**config.mk**
```make
export PLATFORM = sky130hd
export DESIGN_NAME = exu_core
export DESIGN_NICKNAME = d
export VERILOG_FILES = /design/src/rtl/exu_pkg.sv /design/src/rtl/exu_core.sv
export SDC_FILE = /design/constraint.sdc
export NUM_CORES = 1
export LEC_CHECK = 0
export ABC_AREA = 1
export BUFFER_PORTS_ARGS = -buffer_cell sky130_fd_sc_hd__buf_2
export CORE_ASPECT_RATIO = 1.5
export CORE_MARGIN = 2
export CORE_UTILIZATION = 50
export DETAILED_ROUTE_END_ITERATION = 16
export PLACE_DENSITY = 0.79
export SYNTH_ARGS = -nofsm -noshare
export SYNTH_HDL_FRONTEND = slang
export SYNTH_SLANG_ARGS = --single-unit
```
**constraint.sdc**
```tcl
create_clock -name clk_i -period 5.62 [get_ports clk_i]
set_input_delay 0.562 -clock clk_i [delete_from_list [all_inputs] [get_ports clk_i]]
set_output_delay 0.562 -clock clk_i [all_outputs]
set_load 0.01 [all_outputs]
```
**src/rtl/exu_pkg.sv**
```systemverilog
package exu_pkg;
  // exception vectors
  localparam logic [7:0] VEC_DEBUG = 8'h01;
  localparam logic [7:0] VEC_NMI = 8'h02;
  localparam logic [7:0] VEC_BADOP = 8'h06;
  localparam logic [7:0] VEC_NODEV = 8'h07;
  localparam logic [7:0] VEC_DOUBLE = 8'h08;
  localparam logic [7:0] VEC_GP = 8'h0D;
  localparam logic [7:0] VEC_PAGE = 8'h0E;
  localparam logic [7:0] VEC_COPERR = 8'h10;
  localparam logic [7:0] VEC_SEG_LO = 8'h0A;
  localparam logic [7:0] VEC_SEG_HI = 8'h0D;
  // reset values
  localparam logic [31:0] START_ADDR = 32'hFFFFFFF0;
  localparam logic [31:0] IP_RESET = 32'h0000FFFF;
  localparam logic [15:0] CS_RESET = 16'hF000;
  localparam logic [31:0] CS_BASE_RESET = 32'hFFFF0000;
  localparam logic [31:0] CS_LIMIT_RESET = 32'h0000FFFF;
  localparam logic [15:0] SEL_RESET = 16'h0000;
  localparam logic [31:0] FLAGS_RESET = 32'h00000002;
  localparam logic [31:0] COMP_ID = 32'h00000A5A; // arbitrary id value
  // control word bits
  localparam int MCW_PE = 0;
  localparam int MCW_MP = 1;
  localparam int MCW_EM = 2;
  localparam int MCW_TS = 3;
  localparam int MCW_ET = 4;
  localparam int MCW_PG = 31;
  // startup delay: 350..450 core clock periods; 125 MHz core clock
  localparam int HOLD_MIN_PERIODS = 350;
  localparam int HOLD_CYCLES = HOLD_MIN_PERIODS + 25; // within window
  localparam logic [8:0] HOLD_CNT = 9'(HOLD_CYCLES);
  // register map (byte addresses)
  localparam logic [7:0] A_FLAGS = 8'h00;
  localparam logic [7:0] A_MCW = 8'h04;
  localparam logic [7:0] A_VEC = 8'h08;
  localparam logic [7:0] A_STAT = 8'h0C;
  localparam logic [7:0] A_IP = 8'h10;
  localparam logic [7:0] A_DX = 8'h14;
  localparam logic [7:0] A_AX = 8'h18;
  localparam logic [7:0] A_UPPER = 8'h1C;
  // instruction boundary condition inputs
  typedef struct packed {
    logic dbg_trap;
    logic dbg_fault;
    logic fetch_seg;
    logic fetch_seg_np;  // 1: vector 11, 0: vector 13
    logic fetch_page;
    logic bad_opcode;
    logic prot_only;
    logic too_long;
    logic priv_viol;
    logic wait_op;
    logic esc_op;
    logic mem_seg;
    logic [7:0] mem_seg_vec;
    logic mem_page;
  } exu_cond_type;
  typedef enum logic [1:0] {
    ST_RUN = 2'b00,
    ST_HOLD = 2'b01,
    ST_SHUT = 2'b11
  } exu_state_type;
  // delivery stage within handler entry
  typedef enum logic [1:0] {
    EN_NONE = 2'b00,
    EN_SEG = 2'b01,
    EN_PAGE = 2'b11,
    EN_PAGE2 = 2'b10
  } exu_entry_type;
  typedef struct packed {
    exu_state_type st;
    exu_entry_type ent;
    logic [8:0] cnt;
    logic [31:0] flags;
    logic [31:0] mcw;
    logic [31:0] ip;
    logic [31:0] dx;
    logic [31:0] ax;
    logic upper_hi;
    logic [7:0] vec;
    logic vec_v;
    logic nmi_pend;
    logic fetch_go;
    logic [31:0] fetch_addr;
    logic run;
    logic ahb_pend;
    logic ahb_wr;
    logic [7:0] ahb_addr;
    logic [31:0] rdata;
    logic ready;
  } exu_state_all_type;
endpackage

```
**src/rtl/exu_core.sv**
```systemverilog
// Notes on behaviour
// - debug traps checked before debug faults
// - external interrupts are the third check
// - fetch segment faults precede fetch page faults
// - decode faults give vector 6 or 13
// - wait faults 7 when task and monitor set
// - escape faults 7 when emulate or task set
// - coprocessor error input raises vector 16
// - memory segment faults precede memory page faults
// - one exception per attempt, instruction restartable
// - non-page fault entering segment handler gives double fault
// - non-page fault entering page handler: double
// - second page fault repeats 14, third shuts down
// - reset stops execution and bus activity
// - fetch at top address 350-450 periods later
// - upper address lines high until far jump
// - reset loads the instruction pointer value
// - flags reset to two, upper bits undefined
// - control word cleared, type bit from detect
// - id in dx, self-test signature in accumulator
// - nmi before maskable interrupt at one boundary
// - nmi uses vector 2, maskable needs acknowledge
//
// The AHB-Lite interface to the registers and the register offsets were decided locally.
module exu_core (
  input wire logic clk_i,
  input wire logic resetn_i,
  input wire logic boundary_i,          // instruction boundary strobe
  input wire exu_pkg::exu_cond_type cond_i,
  input wire logic nmi_i,               // async pin
  input wire logic maskable_irq_input_i, // async pin
  input wire logic coproc_error_n_i,    // async pin, low = error
  input wire logic coproc_387_i,        // type detect strap
  input wire logic selftest_i,          // self-test requested
  input wire logic [31:0] selftest_sig_i,
  input wire logic entry_fault_i,       // fault while entering handler
  input wire logic entry_fault_page_i,  // that fault is a page fault
  input wire logic entry_done_i,        // handler entered
  input wire logic far_jump_i,          // intersegment jump or call done
  input wire logic [7:0] ack_vec_i,     // vector from acknowledge cycle
  input wire logic hsel_i,
  input wire logic [31:0] haddr_i,
  input wire logic [1:0] htrans_i,
  input wire logic hwrite_i,
  input wire logic [2:0] hsize_i,
  input wire logic [31:0] hwdata_i,
  input wire logic hready_i,
  output logic [31:0] hrdata_o,
  output logic hreadyout_o,
  output logic hresp_o,
  output logic [7:0] vec_o,             // vector to dispatch
  output logic vec_valid_o,             // one-cycle pulse
  output logic run_o,                   // execution and bus allowed
  output logic fetch_go_o,              // first fetch pulse
  output logic [31:0] fetch_addr_o,
  output logic upper_hi_o,              // upper_address_lines driven high
  output logic shutdown_o
);
  // reset release synchroniser
  logic [1:0] rst_sync_q;
  logic rst_n;
  // input synchronisers
  logic [2:0] pin_s1_q;
  logic [2:0] pin_s2_q;
  logic nmi_s;
  logic irq_s;
  logic err_s;
  exu_pkg::exu_state_all_type s_q;
  exu_pkg::exu_state_all_type s_d;
  logic [7:0] sel_vec;
  logic sel_hit;
  logic irq_en;

  // two-flop reset release
  always_ff @(posedge clk_i or negedge resetn_i) begin
    if (!resetn_i) begin
      rst_sync_q <= 2'b00;
    end else begin
      rst_sync_q <= {rst_sync_q[0], 1'b1};
    end
  end
  assign rst_n = rst_sync_q[1];

  // pin synchronisers, second stage only is read
  always_ff @(posedge clk_i or negedge rst_n) begin
    if (!rst_n) begin
      pin_s1_q <= 3'h0;
      pin_s2_q <= 3'h0;
    end else begin
      pin_s1_q <= {nmi_i, maskable_irq_input_i, ~coproc_error_n_i};
      pin_s2_q <= pin_s1_q;
    end
  end
  assign nmi_s = pin_s2_q[2];
  assign irq_s = pin_s2_q[1];
  assign err_s = pin_s2_q[0];
  // interrupt enable flag lives in bit 9
  assign irq_en = s_q.flags[9];

  // segment-class vector test
  function automatic logic is_seg_vec(input logic [7:0] v);
    is_seg_vec = (v >= exu_pkg::VEC_SEG_LO) && (v <= exu_pkg::VEC_SEG_HI);
  endfunction

  // priority chain: first true condition wins
  always_comb begin
    sel_hit = 1'b1;
    sel_vec = exu_pkg::VEC_DEBUG;
    if (cond_i.dbg_trap || cond_i.dbg_fault) begin
      sel_vec = exu_pkg::VEC_DEBUG;
    end else if (nmi_s && !s_q.nmi_pend) begin
      sel_vec = exu_pkg::VEC_NMI;
    end else if (irq_s && irq_en) begin
      sel_vec = ack_vec_i;
    end else if (cond_i.fetch_seg) begin
      sel_vec = cond_i.fetch_seg_np ? 8'h0B : exu_pkg::VEC_GP;
    end else if (cond_i.fetch_page) begin
      sel_vec = exu_pkg::VEC_PAGE;
    end else if (cond_i.bad_opcode || (cond_i.prot_only && (!s_q.mcw[exu_pkg::MCW_PE] || s_q.flags[17]))) begin
      sel_vec = exu_pkg::VEC_BADOP;
    end else if (cond_i.too_long || cond_i.priv_viol) begin
      sel_vec = exu_pkg::VEC_GP;
    end else if (cond_i.wait_op && s_q.mcw[exu_pkg::MCW_TS] && s_q.mcw[exu_pkg::MCW_MP]) begin
      sel_vec = exu_pkg::VEC_NODEV;
    end else if (cond_i.esc_op && (s_q.mcw[exu_pkg::MCW_EM] || s_q.mcw[exu_pkg::MCW_TS])) begin
      sel_vec = exu_pkg::VEC_NODEV;
    end else if ((cond_i.wait_op || cond_i.esc_op) && err_s) begin
      sel_vec = exu_pkg::VEC_COPERR;
    end else if (cond_i.mem_seg) begin
      sel_vec = cond_i.mem_seg_vec;
    end else if (cond_i.mem_page) begin
      sel_vec = exu_pkg::VEC_PAGE;
    end else begin
      sel_hit = 1'b0;
    end
  end

  // next-state logic
  always_comb begin
    s_d = s_q;
    s_d.vec_v = 1'b0;
    s_d.fetch_go = 1'b0;
    s_d.ready = 1'b1;
    case (s_q.st)
      exu_pkg::ST_HOLD: begin
        // strap capture at start of hold
        if (s_q.cnt == 9'h000) begin
          s_d.mcw[exu_pkg::MCW_ET] = coproc_387_i;
          s_d.ax = selftest_i ? selftest_sig_i : 32'h00000000;
        end
        if (s_q.cnt == exu_pkg::HOLD_CNT) begin
          s_d.st = exu_pkg::ST_RUN;
          s_d.run = 1'b1;
          s_d.fetch_go = 1'b1;
          s_d.fetch_addr = exu_pkg::START_ADDR;
        end else begin
          s_d.cnt = s_q.cnt + 9'h001;
        end
      end
      exu_pkg::ST_RUN: begin
        if (s_q.ent != exu_pkg::EN_NONE && entry_fault_i) begin
          s_d.vec_v = 1'b1;
          if (s_q.ent == exu_pkg::EN_PAGE2) begin
            s_d.st = exu_pkg::ST_SHUT;
            s_d.run = 1'b0;
            s_d.vec_v = 1'b0;
          end else if (s_q.ent == exu_pkg::EN_PAGE && entry_fault_page_i) begin
            s_d.vec = exu_pkg::VEC_PAGE;
            s_d.ent = exu_pkg::EN_PAGE2;
          end else if (s_q.ent == exu_pkg::EN_SEG && entry_fault_page_i) begin
            s_d.vec = exu_pkg::VEC_PAGE;
            s_d.ent = exu_pkg::EN_PAGE;
          end else begin
            s_d.vec = exu_pkg::VEC_DOUBLE;
            s_d.ent = exu_pkg::EN_PAGE2;
          end
        end else if (s_q.ent != exu_pkg::EN_NONE && entry_done_i) begin
          s_d.ent = exu_pkg::EN_NONE;
        end else if (boundary_i && sel_hit && s_q.ent == exu_pkg::EN_NONE) begin
          s_d.vec = sel_vec;
          s_d.vec_v = 1'b1;
          if (sel_vec == exu_pkg::VEC_NMI) begin
            s_d.nmi_pend = 1'b1;
            s_d.flags[9] = 1'b0;
          end
          if (is_seg_vec(sel_vec)) begin
            s_d.ent = exu_pkg::EN_SEG;
          end else if (sel_vec == exu_pkg::VEC_PAGE) begin
            s_d.ent = exu_pkg::EN_PAGE;
          end
        end
        // drop upper lines after far jump
        if (far_jump_i) begin
          s_d.upper_hi = 1'b0;
        end
      end
      exu_pkg::ST_SHUT: begin
        s_d.run = 1'b0;
      end
      default: begin
        s_d.st = exu_pkg::ST_SHUT;
      end
    endcase
    // bus data phase
    if (s_q.ahb_pend) begin
      if (s_q.ahb_wr) begin
        case (s_q.ahb_addr)
          exu_pkg::A_FLAGS: s_d.flags = hwdata_i | exu_pkg::FLAGS_RESET;
          exu_pkg::A_MCW: s_d.mcw = hwdata_i;
          exu_pkg::A_STAT: s_d.nmi_pend = s_q.nmi_pend & ~hwdata_i[0];
          default: s_d.ip = s_q.ip;
        endcase
      end
    end
    s_d.ahb_pend = 1'b0;
    if (hsel_i && hready_i && htrans_i[1]) begin
      s_d.ahb_pend = 1'b1;
      s_d.ahb_wr = hwrite_i;
      s_d.ahb_addr = haddr_i[7:0];
      case (haddr_i[7:0])
        exu_pkg::A_FLAGS: s_d.rdata = s_q.flags;
        exu_pkg::A_MCW: s_d.rdata = s_q.mcw;
        exu_pkg::A_VEC: s_d.rdata = {24'h000000, s_q.vec};
        exu_pkg::A_STAT: s_d.rdata = {28'h0000000, s_q.upper_hi, s_q.st == exu_pkg::ST_SHUT, s_q.run, s_q.nmi_pend};
        exu_pkg::A_IP: s_d.rdata = s_q.ip;
        exu_pkg::A_DX: s_d.rdata = s_q.dx;
        exu_pkg::A_AX: s_d.rdata = s_q.ax;
        default: s_d.rdata = 32'h00000000;
      endcase
    end
  end

  // state register; reset values
  always_ff @(posedge clk_i or negedge rst_n) begin
    if (!rst_n) begin
      s_q <= '0;
      s_q.st <= exu_pkg::ST_HOLD;
      s_q.flags <= exu_pkg::FLAGS_RESET;
      s_q.ip <= exu_pkg::IP_RESET;
      s_q.dx <= exu_pkg::COMP_ID;
      s_q.upper_hi <= 1'b1;
      s_q.ready <= 1'b1;
    end else begin
      s_q <= s_d;
    end
  end

  assign hrdata_o = s_q.rdata;
  assign hreadyout_o = s_q.ready;
  assign hresp_o = 1'b0;
  assign vec_o = s_q.vec;
  assign vec_valid_o = s_q.vec_v;
  assign run_o = s_q.run;
  assign fetch_go_o = s_q.fetch_go;
  assign fetch_addr_o = s_q.fetch_addr;
  assign upper_hi_o = s_q.upper_hi;
  assign shutdown_o = (s_q.st == exu_pkg::ST_SHUT);

  start_addr_a: assert property (@(posedge clk_i) disable iff (!rst_n)
    fetch_go_o |-> fetch_addr_o == exu_pkg::START_ADDR) else $error("bad start address");
  hold_norun_a: assert property (@(posedge clk_i) disable iff (!rst_n)
    s_q.st == exu_pkg::ST_HOLD |-> !run_o) else $error("run during hold");
  wait_fault_a: assert property (@(posedge clk_i) disable iff (!rst_n)
    (s_q.st == exu_pkg::ST_RUN && s_q.ent == exu_pkg::EN_NONE && !entry_fault_i && !entry_done_i && boundary_i
     && cond_i.wait_op && !cond_i.dbg_trap && !cond_i.dbg_fault && !cond_i.fetch_seg && !cond_i.fetch_page
     && !cond_i.bad_opcode && !cond_i.prot_only && !cond_i.too_long && !cond_i.priv_viol
     && !(nmi_s && !s_q.nmi_pend) && !(irq_s && irq_en)
     && s_q.mcw[exu_pkg::MCW_TS] && s_q.mcw[exu_pkg::MCW_MP])
    |=> vec_valid_o && vec_o == exu_pkg::VEC_NODEV) else $error("wait check");
  debug_first_a: assert property (@(posedge clk_i) disable iff (!rst_n)
    (s_q.st == exu_pkg::ST_RUN && s_q.ent == exu_pkg::EN_NONE && !entry_fault_i && !entry_done_i && boundary_i
     && cond_i.dbg_trap) |=> vec_valid_o && vec_o == exu_pkg::VEC_DEBUG) else $error("debug not first");
  nmi_first_a: assert property (@(posedge clk_i) disable iff (!rst_n)
    (s_q.st == exu_pkg::ST_RUN && s_q.ent == exu_pkg::EN_NONE && !entry_fault_i && !entry_done_i && boundary_i
     && !cond_i.dbg_trap && !cond_i.dbg_fault && nmi_s && !s_q.nmi_pend) |=> vec_o == exu_pkg::VEC_NMI)
    else $error("nmi not chosen");
  shut_a: assert property (@(posedge clk_i) disable iff (!rst_n)
    (s_q.st == exu_pkg::ST_RUN && s_q.ent == exu_pkg::EN_PAGE2 && entry_fault_i) |=> shutdown_o ##1 shutdown_o)
    else $error("no shutdown");
  dbl_a: assert property (@(posedge clk_i) disable iff (!rst_n)
    (s_q.st == exu_pkg::ST_RUN && s_q.ent == exu_pkg::EN_SEG && entry_fault_i && !entry_fault_page_i)
    |=> vec_valid_o && vec_o == exu_pkg::VEC_DOUBLE) else $error("no double fault");
  upper_a: assert property (@(posedge clk_i) disable iff (!rst_n)
    !upper_hi_o |=> !upper_hi_o) else $error("upper lines rose");
  // vector pulses single cycle after boundary
  one_vec_a: assert property (@(posedge clk_i) disable iff (!rst_n)
    vec_valid_o && !entry_fault_i |=> !vec_valid_o || $past(boundary_i)) else $error("extra vector");
endmodule

```
==> results.md <==
* Worst-margin pin slew at 1020 ps
* Slew margin rel. at 31.9%
* DRT Pass-1 Iters at 5
* Vias in the first global route at 6387
* Post-route ant nets at 0
* Die Wd at 110 um
* Seq cells post-synth at 172
* Crit path kind: reg2reg
* Core area at 0.0166 mm2
* Achievable Freq at 0.440 GHz
* Reg area at 0.00431 mm2
* Setup crit start kind: flip-flop
* Most Used Layer, Global Route: met2
* CTS tree: done
* Die H at 163 um
* Global-route wire length before repair at 31800 um
* Via count at 6814
* Clk_lat worst skew at 420 ps
* Crit. End Element: flip-flop
* DRC at 0
* I/O Pins at 224
* Min Tclk post-route at 2270 ps
* Grt ovf at 0
* Netlist cell types at 50
* Ys flop type: dfrtp_1
* WP data required at 5930 ps
* Design area at 0.00959 mm2
* Final Cycle Share at 40.5%
* Pwr Total at 3.36 mW
* Antenna violations before repair at 2
* Status: finished, final reports clean
* Met1 Track Usage GR at 29.6%
* DR WL/cell at 15.2 um
* Cts repair resizes at 0
* Final setup vio count at 0
* Initial DRC count at 454
* Initial core utilization at 50.5%
* Static leakage at 5.13 nW
* Placed inst area at 0.00896 mm2
* Synth async-reset ratio at 100%
* Mapped Cells at 981
* Final nets at 1240
* Sequential share of the synthesized area at 51.4%
* Ratio of cells with drive above 1 in the final layout at 25.9%
* RSZ-0062 raised after global routing: no
* Placer Congestion at 0.850
* Vias per cell at 5.19
* Rows at 58
* Ant. Diodes at 0
* Crit path DAT at 2580 ps
* Worst Hold Class: in2reg
* Clk sinks at 172
* Synth Cell Area at 0.00839 mm2
* Post-synth EDFFs at 0
* Die ar. at 0.0178 mm2
* P per Cell Area at 351 mW/mm2
* Placed wire-length estimate at 13700 um
* Clock-pin slew on the worst setup and hold paths at 60 ps
* Area grow syn2layout at 14.3%
* Critical-path maximum fanout at 35
* Port bufs at 189
* Average size of a mapped cell at 8.55 um2
* Fill cells at 1498
* DRT Wirelength at 20000 um
* Largest net degree at the start of global routing at 80
* CP max stage cell: nor4_2
* Crit-path cells: nor4_2 > and3_1 > nand2_2 > buf_4 > mux2_2
* Area of the multi-input gates at 0.00307 mm2
* Max H-tree Level at 4
* Maxcap violations at 0
* Synth warn at 0
* Root Buffer: clkbuf_16
* Met3 GRT Util at 4.28%
* Hold Vio Cnt, Final at 0
* GRT met2 Usage at 39.0%
* Tot GR Track Use at 23.2%
* Worst Clk Skew at 11.8 ps
* Worst path max stage delay at 460 ps
* Slew Limit Fails at 0
* Max clock buf depth at 2
* VDD IR max at 0.000212 V
* TritonCTS Buffers at 17
* Post-Route Setup TNS at 0 ps
[area by class of cell]
type                       instances  share of cell area [%]
tap                              210                    2.74
inverter                          84                    3.32
clock buffer                      17                    4.44
multi-input combinational        617                    32.0
sequential                       172                    45.0
clock inverter                    15                    1.98
timing repair buffer             197                    10.5
[logic make-up after synthesis]
group	after synthesis	share of synthesized area, %
other	2	0.0895
adders and majority gates	6	0.895
buffers and inverters	197	12.5
and+or+nand+nor	379	19.6
xor gates and xnor gates	8	0.835
muxes	2	0.269
DFF	172	51.4
AOI/OAI and AO/OA	215	14.5
[final timing paths]
check	start	to	slack, ps	depth (start not counted)
worst max-delay path	s_q[38]$_DFFE_PN0P_	s_q[193]$_DFFE_PN0P_	3350	5
worst min-delay path	maskable_irq_input_i	pin_s1_q[1]$_DFF_PN0_	260	1
worst max register to register	s_q[38]$_DFFE_PN0P_	s_q[193]$_DFFE_PN0P_	3350	5
worst min register to register	pin_s1_q[0]$_DFF_PN0_	pin_s2_q[0]$_DFF_PN0_	350	0
max in group asynchronous	rst_sync_q[1]$_DFF_PN0_	s_q[233]$_DFFE_PN0P_	3850	1
min in group asynchronous	resetn_i	rst_sync_q[1]$_DFF_PN0_	450	2
[metrics by stage]
step                      util (%)  instances  setup WS, ps  hold WS (ps)
after floorplan                  -        986           476           266
after global placement        53.9       1279          3130           335
after detailed placement      53.9       1279          3070           336
after CTS                     57.7       1312          3390           248
after global routing          57.7       1312          3240           239
final                         57.7       1312          3350           258
[timing repair]
item / 4_1_cts / 5_1_grt
hold buffers: 1 / 0
setup buffers: 0 / 0
endpoints found under the hold margin: 2 / 0
[layer usage]
layer	up-vias	routed length [um]
met5	-	27
met4	4	544
met3	43	1040
met2	239	10100
met1	3202	8260
li1	3326	-
[where the power goes]
| group | internal, mW | total [mW] | switching (mW) | leakage, nW |
|---|---|---|---|---|
| Combinational | 0.217 | 0.551 | 0.334 | 2.96 |
| Clock | 0.709 | 1.22 | 0.511 | 0.297 |
| Sequential | 1.45 | 1.59 | 0.147 | 1.88 |
[state kept, by name, indices dropped and copies added, names as in the netlist]
| name | cells |
|---|---|
| upper_hi_o | 1 |
| s_q | 118 |
| vec_o | 8 |
| pin_s1_q | 3 |
| vec_valid_o | 1 |
| rst_sync_q | 2 |
| irq_en | 1 |
| hrdata_o | 32 |
| fetch_go_o | 1 |
| fetch_addr_o | 1 |
| pin_s2_q | 3 |
| run_o | 1 |
[cell usage after synthesis (11+ instances only)]
library cell	n	area, um2
nand2_1	277	1040
dfrtp_1	170	4250
o21ai_0	121	606
buf_4	76	571
inv_1	72	270
a21oi_1	36	180
nor2_1	28	105
clkbuf_1	26	97.6
nand3_1	20	100
nand2_2	16	100
o21ai_1	16	80.1
inv_2	11	41.3
[layout by cell type (no fill, tap or decap), drive strengths merged, types with 4 or more instances in the layout]
cell	n
nand2	295
buf	196
dfrtp	170
o21ai	139
inv	87
a21oi	37
nor2	35
nand3	23
clkbuf	17
nor3	11
a22o	8
a32o	7
xor2	7
conb	7
clkinv	7
nand4	6
ha	6
o22ai	5
a22oi	4
nor4	4
[critical path: cells and delay by family (launching register included)]
family	cells	cell delay (ps)
buf+inv	1	390
flops	1	380
mux	1	310
simple gates	3	1060
No activity file was read; power rests on OpenSTA's default activity.
